--- config.mk ---
export PLATFORM = sky130hd
export DESIGN_NAME = drc_ctrl
export DESIGN_NICKNAME = d
export VERILOG_FILES = /design/src/design/drc_timer.v /design/src/design/drc_ctrl.v
export VERILOG_INCLUDE_DIRS = /design/src /design/src/design
export SDC_FILE = /design/constraint.sdc
export NUM_CORES = 1
export LEC_CHECK = 0
export ABC_AREA = 1
export BUFFER_PORTS_ARGS = -buffer_cell sky130_fd_sc_hd__buf_4
export CAP_MARGIN = 10
export CORE_MARGIN = 2
export CORE_UTILIZATION = 60
export DETAILED_ROUTE_END_ITERATION = 6
export HOLD_SLACK_MARGIN = 0.03
export PLACE_DENSITY_LB_ADDON = 0.12
export SYNTH_ARGS = -nofsm -noshare
export SYNTH_HDL_FRONTEND = slang
export SYNTH_SLANG_ARGS = --single-unit
--- constraint.sdc ---
create_clock -name sys_clk_in -period 3.3 [get_ports sys_clk_in]
set_clock_uncertainty 0.15 [all_clocks]
set_input_delay 0.33 -clock sys_clk_in [delete_from_list [all_inputs] [get_ports sys_clk_in]]
set_output_delay 0.33 -clock sys_clk_in [all_outputs]
set_load 0.01 [all_outputs]
--- src/design/drc_defines.vh ---
// Timing and geometry constants for the strobe memory controller
`ifndef DRC_DEFINES_VH
`define DRC_DEFINES_VH
`define DRC_CLK_NS 40
`define DRC_ADDR_BITS 12
`define DRC_MUX_BITS 6
`define DRC_ROWS 64
`define DRC_INIT_CYCLES 8
`define DRC_T_RC_NS 380
`define DRC_T_RMW_NS 470
`define DRC_T_RAS_NS 250
`define DRC_T_RP_NS 120
`define DRC_T_CAS_NS 165
`define DRC_T_RCD_NS 35
`define DRC_T_RAC_NS 250
`define DRC_T_CAC_NS 165
`define DRC_T_CWD_NS 90
`define DRC_T_RWD_NS 175
`define DRC_T_WP_NS 75
`define DRC_T_WL_NS 100
`define DRC_T_OFF_NS 60
`define DRC_T_REFRESH_US 1000
`define DRC_CYC_MIN(ns) (((ns) + `DRC_CLK_NS - 1) / `DRC_CLK_NS)
`define DRC_CYC_MAX(ns) ((ns) / `DRC_CLK_NS)
`endif

--- src/design/drc_timer.v ---
// Down-counter giving a one-cycle done pulse after a loaded count
`timescale 1ns/1ps
`default_nettype none
module drc_timer #(
	parameter W = 16
) (
	input wire sys_clk_in,
	input wire reset_n_in,
	input wire load_in,
	input wire [W-1:0] count_in,
	output reg done_out
);
	reg [W-1:0] cnt_q;
	reg run_q;
	always @(posedge sys_clk_in or negedge reset_n_in) begin
		if (!reset_n_in) begin
			cnt_q <= {W{1'b0}};
			run_q <= 1'b0;
			done_out <= 1'b0;
		end else begin
			done_out <= 1'b0;
			if (load_in) begin
				cnt_q <= count_in;
				run_q <= 1'b1;
			end else if (run_q) begin
				if (cnt_q <= {{(W-1){1'b0}}, 1'b1}) begin
					run_q <= 1'b0;
					done_out <= 1'b1;
				end else begin
					cnt_q <= cnt_q - {{(W-1){1'b0}}, 1'b1};
				end
			end
		end
	end
endmodule
`default_nettype wire

--- src/design/drc_ctrl.v ---
// Host controller driving a 4096x1 strobe-timed dynamic memory
// Overview of operation
// - Read, write, read-modify-write, row-only refresh
// - Eight refresh cycles after power-up
// - Row strobe period at least 380 ns
// - Read-modify-write lasts at least 470 ns
// - Row strobe low 250 to 4000 ns
// - Row strobe high at least 120 ns
// - Column strobe low 165 to 4000 ns
// - Column strobe 35 to 85 ns after row
// - Write pulse 75 ns, 100 ns before release
`timescale 1ns/1ps
`default_nettype none
`include "drc_defines.vh"
module drc_ctrl #(
	parameter REFRESH_CYCLES = (`DRC_T_REFRESH_US * 1000 / `DRC_CLK_NS)
		/ `DRC_ROWS
) (
	// Clock and reset
	input wire sys_clk_in,
	input wire reset_n_in,
	// User request port
	input wire req_valid_in,
	input wire [1:0] req_op_in,
	input wire [`DRC_ADDR_BITS-1:0] req_addr_in,
	input wire req_wdata_in,
	output reg req_ready_out,
	output reg rsp_valid_out,
	output reg rsp_rdata_out,
	output reg init_done_out,
	// Memory pins
	output reg [`DRC_MUX_BITS-1:0] mux_addr_out,
	output reg row_strobe_n_out,
	output reg col_strobe_n_out,
	output reg chip_sel_n_out,
	output reg write_n_out,
	output reg data_in_out,
	input wire data_out_in
);
	localparam OP_READ = 2'h0;
	localparam OP_WRITE = 2'h1;
	localparam OP_RMW = 2'h2;
	localparam C_RCD = `DRC_CYC_MIN(`DRC_T_RCD_NS);
	localparam C_RAS = `DRC_CYC_MIN(`DRC_T_RAS_NS);
	localparam C_RP = `DRC_CYC_MIN(`DRC_T_RP_NS);
	localparam C_RC = `DRC_CYC_MIN(`DRC_T_RC_NS);
	localparam C_RMW = `DRC_CYC_MIN(`DRC_T_RMW_NS);
	localparam C_CAC = `DRC_CYC_MIN(`DRC_T_CAC_NS) + 1;
	localparam C_CWD = `DRC_CYC_MIN(`DRC_T_CWD_NS);
	localparam C_WL = `DRC_CYC_MIN(`DRC_T_WL_NS);
	localparam C_WP = `DRC_CYC_MIN(`DRC_T_WP_NS);
	localparam ST_IDLE = 3'h0;
	localparam ST_RCD = 3'h1;
	localparam ST_CAS = 3'h2;
	localparam ST_WR = 3'h3;
	localparam ST_HOLD = 3'h4;
	localparam ST_PRE = 3'h5;
	localparam TW = 16;

	reg [2:0] st_q;
	reg [7:0] cnt_q;
	reg [7:0] cyc_q;
	reg [7:0] need_q;
	reg [1:0] op_q;
	reg refresh_q;
	reg [`DRC_ADDR_BITS-1:0] addr_q;
	reg wdata_q;
	reg [5:0] ref_row_q;
	reg [3:0] init_cnt_q;
	reg ref_pend_q;
	reg ref_arm_q;
	wire ref_tick;
	localparam integer REF_LOAD = REFRESH_CYCLES - 1;

	// Refresh interval timer, reloaded on every tick
	drc_timer #(.W(TW)) u_ref_timer (
		.sys_clk_in(sys_clk_in),
		.reset_n_in(reset_n_in),
		.load_in(ref_tick | ~ref_arm_q),
		.count_in(REF_LOAD[TW-1:0]),
		.done_out(ref_tick)
	);

	// First load after reset starts the timer
	always @(posedge sys_clk_in or negedge reset_n_in) begin
		if (!reset_n_in)
			ref_arm_q <= 1'b0;
		else
			ref_arm_q <= 1'b1;
	end

	always @(posedge sys_clk_in or negedge reset_n_in) begin
		if (!reset_n_in) begin
			st_q <= ST_IDLE;
			cnt_q <= 8'h00;
			cyc_q <= 8'h00;
			need_q <= 8'h00;
			op_q <= 2'h0;
			refresh_q <= 1'b0;
			addr_q <= {`DRC_ADDR_BITS{1'b0}};
			wdata_q <= 1'b0;
			ref_row_q <= 6'h00;
			init_cnt_q <= 4'h0;
			ref_pend_q <= 1'b0;
			req_ready_out <= 1'b0;
			rsp_valid_out <= 1'b0;
			rsp_rdata_out <= 1'b0;
			init_done_out <= 1'b0;
			mux_addr_out <= 6'h00;
			row_strobe_n_out <= 1'b1;
			col_strobe_n_out <= 1'b1;
			chip_sel_n_out <= 1'b1;
			write_n_out <= 1'b1;
			data_in_out <= 1'b0;
		end else begin
			rsp_valid_out <= 1'b0;
			req_ready_out <= 1'b0;
			cnt_q <= cnt_q + 8'h01;
			if (st_q != ST_IDLE)
				cyc_q <= cyc_q + 8'h01;
			if (ref_tick)
				ref_pend_q <= 1'b1;
			case (st_q)
			ST_IDLE: begin
				cyc_q <= 8'h01;
				cnt_q <= 8'h01;
				if (req_valid_in && req_ready_out) begin
					refresh_q <= 1'b0;
					op_q <= req_op_in;
					addr_q <= req_addr_in;
					wdata_q <= req_wdata_in;
					// Row half first
					mux_addr_out <= req_addr_in[11:6];
					row_strobe_n_out <= 1'b0;
					chip_sel_n_out <= 1'b0;
					// Data and write lead the column strobe
					data_in_out <= req_wdata_in;
					if (req_op_in == OP_WRITE)
						write_n_out <= 1'b0;
					need_q <= (req_op_in == OP_RMW) ? C_RMW[7:0]
						: C_RC[7:0];
					st_q <= ST_RCD;
				end else if (!init_done_out || ref_pend_q || ref_tick) begin
					// Row-only refresh cycle
					refresh_q <= 1'b1;
					// A tick landing on a pending one stays pending
					ref_pend_q <= ref_pend_q & ref_tick;
					mux_addr_out <= ref_row_q;
					ref_row_q <= ref_row_q + 6'h01;
					row_strobe_n_out <= 1'b0;
					need_q <= C_RC[7:0];
					st_q <= ST_HOLD;
				end else begin
					req_ready_out <= 1'b1;
				end
			end
			ST_RCD: begin
				if (cnt_q >= C_RCD[7:0]) begin
					mux_addr_out <= addr_q[5:0];
					col_strobe_n_out <= 1'b0;
					cnt_q <= 8'h01;
					st_q <= ST_CAS;
				end
			end
			ST_CAS: begin
				// Capture read data after column access
				if (cnt_q == C_CAC[7:0] && op_q != OP_WRITE)
					rsp_rdata_out <= data_out_in;
				if (op_q == OP_RMW && cnt_q >= C_CAC[7:0]
					&& cnt_q >= C_CWD[7:0]
					&& cyc_q >= `DRC_CYC_MIN(`DRC_T_RWD_NS)) begin
					data_in_out <= wdata_q;
					write_n_out <= 1'b0;
					cnt_q <= 8'h01;
					st_q <= ST_WR;
				end else if (op_q != OP_RMW && cnt_q >= C_CAC[7:0]
					&& cnt_q >= C_WL[7:0]) begin
					st_q <= ST_HOLD;
				end
			end
			ST_WR: begin
				if (cnt_q >= C_WL[7:0] && cnt_q >= C_WP[7:0])
					st_q <= ST_HOLD;
			end
			ST_HOLD: begin
				if (cyc_q >= C_RAS[7:0]
					&& cyc_q + C_RP[7:0] >= need_q) begin
					// Release strobes together
					row_strobe_n_out <= 1'b1;
					col_strobe_n_out <= 1'b1;
					write_n_out <= 1'b1;
					chip_sel_n_out <= 1'b1;
					cnt_q <= 8'h01;
					st_q <= ST_PRE;
				end
			end
			ST_PRE: begin
				if (cnt_q >= C_RP[7:0] && cyc_q >= need_q) begin
					if (refresh_q) begin
						if (!init_done_out) begin
							init_cnt_q <= init_cnt_q + 4'h1;
							if (init_cnt_q == `DRC_INIT_CYCLES - 1)
								init_done_out <= 1'b1;
						end
					end else begin
						rsp_valid_out <= 1'b1;
					end
					st_q <= ST_IDLE;
				end
			end
			default: st_q <= ST_IDLE;
			endcase
		end
	end
endmodule
`default_nettype wire

After elaboration in Yosys (flattened, before gate mapping)
Index checks and enable logic that the tools add are counted.
Widths: inputs -> output; s select.
{"block": "totals", "word_cells": 164, "reg_bits": 82, "output_inout_bits": 15, "inputBits": 19}
{"block": "classes", "bitwise_logic": 5, "n_reduce_logical": 37, "muxes": 60, "n_addsub": 6, "n_lt_le_gt_ge": 9, "eq_ne": 22}
{"op": "$mux 8", "n": 7}
{"op": "$mux 16", "n": 3}
{"op": "$pmux 8 s4", "n": 1}
{"op": "$mux 1", "n": 30}
{"op": "$mux 3", "n": 9}
{"op": "$ge 8x3->1 const B", "n": 3}
{"op": "$reduce_and 3->1", "n": 7}
{"op": "$mux 6", "n": 3}
{"op": "$pmux 3 s6", "n": 1}
{"op": "$add 8x1->8 const B", "n": 2}
{"op": "$ge 8x2->1 const B", "n": 2}
{"op": "$ge 8x8->1", "n": 2}
{"op": "$le 16x1->1 const B", "n": 1}
{"op": "$ne 2x2->1 const B", "n": 8}
{"op": "$sub 16x1->16 const B", "n": 1}
{"op": "$reduce_bool 2->1", "n": 7}
{"op": "$pmux 6 s2", "n": 1}
{"op": "$logic_and 1x1->1", "n": 10}
{"op": "$add 8x2->8 const B", "n": 1}
{"op": "$eq 8x3->1 const B", "n": 1}
{"op": "$ge 8x1->1 const B", "n": 1}
{"op": "$pmux 1 s2", "n": 4}
{"op": "$reduce_and 2->1", "n": 4}
{"op": "$add 6x1->6 const B", "n": 1}
{"op": "20 further kinds", "n": 29}

Longest topological paths before layout
{"block": "depth", "word_depth": 6, "depth_mapped": 15, "mapped_depth_nobuf": 14}

Modules after synthesis
Synthesis repeated with hierarchy kept, for this count alone.
{"block": "unflattened", "cells_unflattened": 604, "hier_area_um2": 4546.9}
{"mod": "drc_ctrl", "cells_each": 402, "seq_area_each_um2": 1481.4, "area_per_inst_um2": 3218.1, "instances": 1}
{"mod": "drc_timer", "cells_each": 202, "seq_area_each_um2": 450.4, "area_per_inst_um2": 1328.8, "instances": 1}

Worst setup path before layout
No wires, ideal clock.
{"block": "synth_path", "kind": "register to register", "start": "reg cyc_q[0]", "end": "reg st_q[1]", "synth_period_minus_slack_ns": 2.055, "path_buffers": 0, "stages_incl_launch_ff": 15, "t_arrival_ns": 1.788, "required_time_ns": 3.033, "setup_ns": 0.117, "path_slack_ns": 1.245, "cell_sequence": "dfrtp_1 -> inv_1 -> ha_1 -> ha_1 -> nand2_1 -> nand2_1 -> nand2_1 -> a21boi_0 -> nor2_1 -> nand3_1 -> nand2_1 -> nand2_1 -> nand3_1 -> nand2_1 -> nand2_1"}
{"block": "synth_via", "elab_chain_cells": 5, "elab_cells_between_ends": 14, "cone_classes": "1 x add/sub; 4 x order compare; 3 x eq/ne; 2 x mux; 4 x reduce/logical"}
{"element": "start, declared", "line_no": "drc_ctrl.v:62", "source": "reg [7:0] cyc_q;"}
{"element": "start signal, assigned", "line_no": "drc_ctrl.v:120", "source": "cyc_q <= cyc_q + 8'h01;"}
{"element": "$add 8x2->8", "line_no": "drc_ctrl.v:187", "source": "&& cyc_q + C_RP[7:0] >= need_q) begin"}
{"element": "$ge 8x8->1", "line_no": "drc_ctrl.v:187"}
{"element": "$logic_and 1x1->1", "line_no": "drc_ctrl.v:187"}
{"element": "$ne 2x2->1 (no source line)"}
{"element": "$reduce_and 6->1 (no source line)"}
{"element": "end signal, assigned", "line_no": "drc_ctrl.v:183", "source": "st_q <= ST_HOLD;"}
{"element": "end signal, assigned", "line_no": "drc_ctrl.v:194", "source": "st_q <= ST_PRE;"}
{"element": "end signal, assigned", "line_no": "drc_ctrl.v:208", "source": "st_q <= ST_IDLE;"}
{"element": "end, declared", "line_no": "drc_ctrl.v:60", "source": "reg [2:0] st_q;"}
Several ways; a longest one is shown, not always the timed one.
A chain may end at the register's enable or synchronous reset.

Worst setup path in the final report
Ends and elaborated chain as after synthesis.

==> run metrics <==
Max Freq=432.6 MHz; Die Y=88.56 um; total gr overflow=0; wirelength, routed=8829 um; share of cells above drive strength 1=15.76%; sequential area share after synthesis=45.03%; Tightest Pin Transition=945.9 ps; CTS tree=yes; global-route wire length before repair=15,120 um; Hold Path Class=primary input to flip-flop; die area=0.007843 mm^2; drc violations=0; final setup vio count=0; First-pass DRT Iterations=5; Syn. warnings=0; Core Box Area=0.006869 mm^2; Post-synth EDFFs=0; Longest Clk Path Bufs=2; HPWL after detailed placement=6181 um; Reg clk slew, reported paths=80 ps; Fin. Hold Viols=0; WS Path Type=flip-flop to flip-flop; largest net degree at the start of global routing=78; Async SR Flop Fraction=100.0%; Fin Setup TNS=0 ps; NumNets Final=602; row cnt=30; vias in the first global route=3,376; ANT cells=0; Netlist cell types=47; # port buffers=33; Die Wd=88.56 um; CP max stage cell=dfrtp_1; CP Data Arrival Time=2410 ps; RSZ-0062 raised after global routing=no; Pins Over Slew Limit=0; period utilization=70.06%; Synth Area in Simple Gates=28.81%; crit path cell chain=inv_1 -> ha_1 -> ha_1 -> nand2_1 -> nand2_1 -> nand2_1 -> a21boi_0 -> nor2_1 -> nand3_1 -> nand2_1 -> nand2_1 -> nand3_1 -> nand2_1 -> nand2_1; XOR/XNOR share of the synthesized area=3.879%; Layout Cells excl Fill=667; critical path fanouts, max=6; LEAKAGE=0.002423 uW; mapped cell area=0.004290 mm^2; Crit path required time=3400 ps; wire length per cell=13.24 um; vias per cell=5.315; Post-CTS Setup Bufs=0; Synth Area in Compound Gates=9.711%; most frequent cells in the layout=nand2_1, dfrtp_1, inv_1; IO Count=34; clock period minus worst slack=2312 ps; largest family of logic cells by synthesized area=simple AND/OR/NAND/NOR gates; Placed Cells=644; max cap viols=0; post-route setup slack=988.2 ps; gp weighted congestion=0.9214; commonest non-fill, non-tap cell in the layout=nand2_1; Final ANT Viol Nets=0; htree depth=3; area added between synthesis and finish=13.53%; clock root cell=clkbuf_8; Worst path max stage delay=450 ps; mux contribution to synthesized area=0.2625%; status=completed; Synth Flop Type=dfrtp_1; initial antenna violation count=0; clk_lat worst skew=350 ps; Mapped Nets=558; Pwr Density=398.1 mW/mm^2; worst relative slew slack=36.94%; Adder-Cell Fraction of Synth Area=4.958%; Initial Util=62.46%; # clock sinks=77; drt first-iter violations=236; pre-CTS WS=1023 ps; Mapped Cells=522; maximum VDD drop=0.3430 mV; via count=3,545; post-synthesis area per instance=8.219 um^2; Worst setup EP type=flip-flop; GRT Util Overall=24.89%; Critical Path Start Type=flip-flop; Crit path top cell by count=nand2_1; CTS buffer count=9; flops & latches, synth=77
[per-layer routing]
| layer | share of wire, % | track usage, % |
|---|---|---|
| met1 | 47 | 32.73 |
| met4 | 2.2 | 9.780 |
| met2 | 47 | 41.15 |
| met3 | 3.4 | 4.384 |
| met5 | 0 | 0 |
[where the power goes]
| group | total, uW | switching [uW] | internal [uW] |
|---|---|---|---|
| clock network | 707 | 359 | 348 |
| registers | 1010 | 34.5 | 977 |
| logic | 220 | 142 | 78.9 |
| total | 1940 | 535 | 1400 |
[cells in the mapped netlist (all sizes together) (10+ instances only)]
cell	n	area, um^2
inv	67	259.0
nand2	129	521.8
dfrtp	73	1827
nor2	68	319.0
nand4	12	81.33
xor2	13	113.9
a21oi	17	96.35
nand3	29	172.7
a31oi	10	62.56
ha	17	212.7
nor3	14	80.08
o21ai	29	145.1
[layout make-up]
| cell class | instances | area [um^2] |
|---|---|---|
| inverter | 68 | 262.8 |
| fill | 561 | 1998 |
| sequential | 77 | 1932 |
| tap | 96 | 120.1 |
| clock buffer | 10 | 127.6 |
| multi-input combinational | 370 | 2047 |
| clock inverter | 6 | 63.81 |
| timing repair buffer | 40 | 317.8 |
[state kept, by name, indices dropped and copies added (netlist names), 2 cells and up]
| register | count |
|---|---|
| addr_q | 6 |
| ref_row_q | 6 |
| u_ref_timer.cnt_q | 16 |
| init_cnt_q | 4 |
| need_q | 3 |
| st_q | 3 |
| cyc_q | 8 |
| cnt_q | 8 |
| mux_addr_out | 6 |
| op_q | 2 |
[final timing paths]
path	end	from	slack (ps)	depth (start not counted)
worst max-delay path	st_q[1]	cyc_q[0]	990	14
worst min-delay path	rsp_rdata_out	data_out_in	60	2
worst max register to register	st_q[1]	cyc_q[0]	990	14
worst min register to register	write_n_out	write_n_out	320	2
max in group asynchronous	cyc_q[3]	reset_n_in	1870	2
min in group asynchronous	cyc_q[5]	reset_n_in	480	2
[critical path, delay by kind of cell, from the launching register on]
family / cells / cell delay, ps
AOI/OAI and AO/OA: 1 / 150
adders and majority gates: 2 / 620
and+or+nand+nor: 10 / 720
DFF: 1 / 450
buffers and inverters: 1 / 110
[logic make-up (layout without fill, tap and decap cells)]
group / after synthesis / count (layout)
compound gates: 71 / 71
xor+xnor: 19 / 19
fa+ha+maj: 17 / 17
buf+inv: 75 / 124
flops: 77 / 77
mux: 1 / 1
other cells: 1 / 1
simple gates: 261 / 261
[per-stage QoR]
step                      area (um^2)  hold WS (ps)  util [%]  total power, uW
after floorplan                  4290        -115.6         -             1164
after global placement           4609         301.5     67.10             1235
after detailed placement         4609         306.1     67.10             1240
after CTS                        4871         47.66     70.91             1955
after global routing             4871         54.88     70.91             2031
final                            4871         61.25     70.91             1939
[timing repair]
item / in CTS / in global routing
resized for setup: 0 / 0
hold buffers: 7 / 0
endpoints found under the hold margin: 79 / 0
endpoints found under the setup margin: 0 / 0
Note: power is estimated with default switching activity, not from simulation.
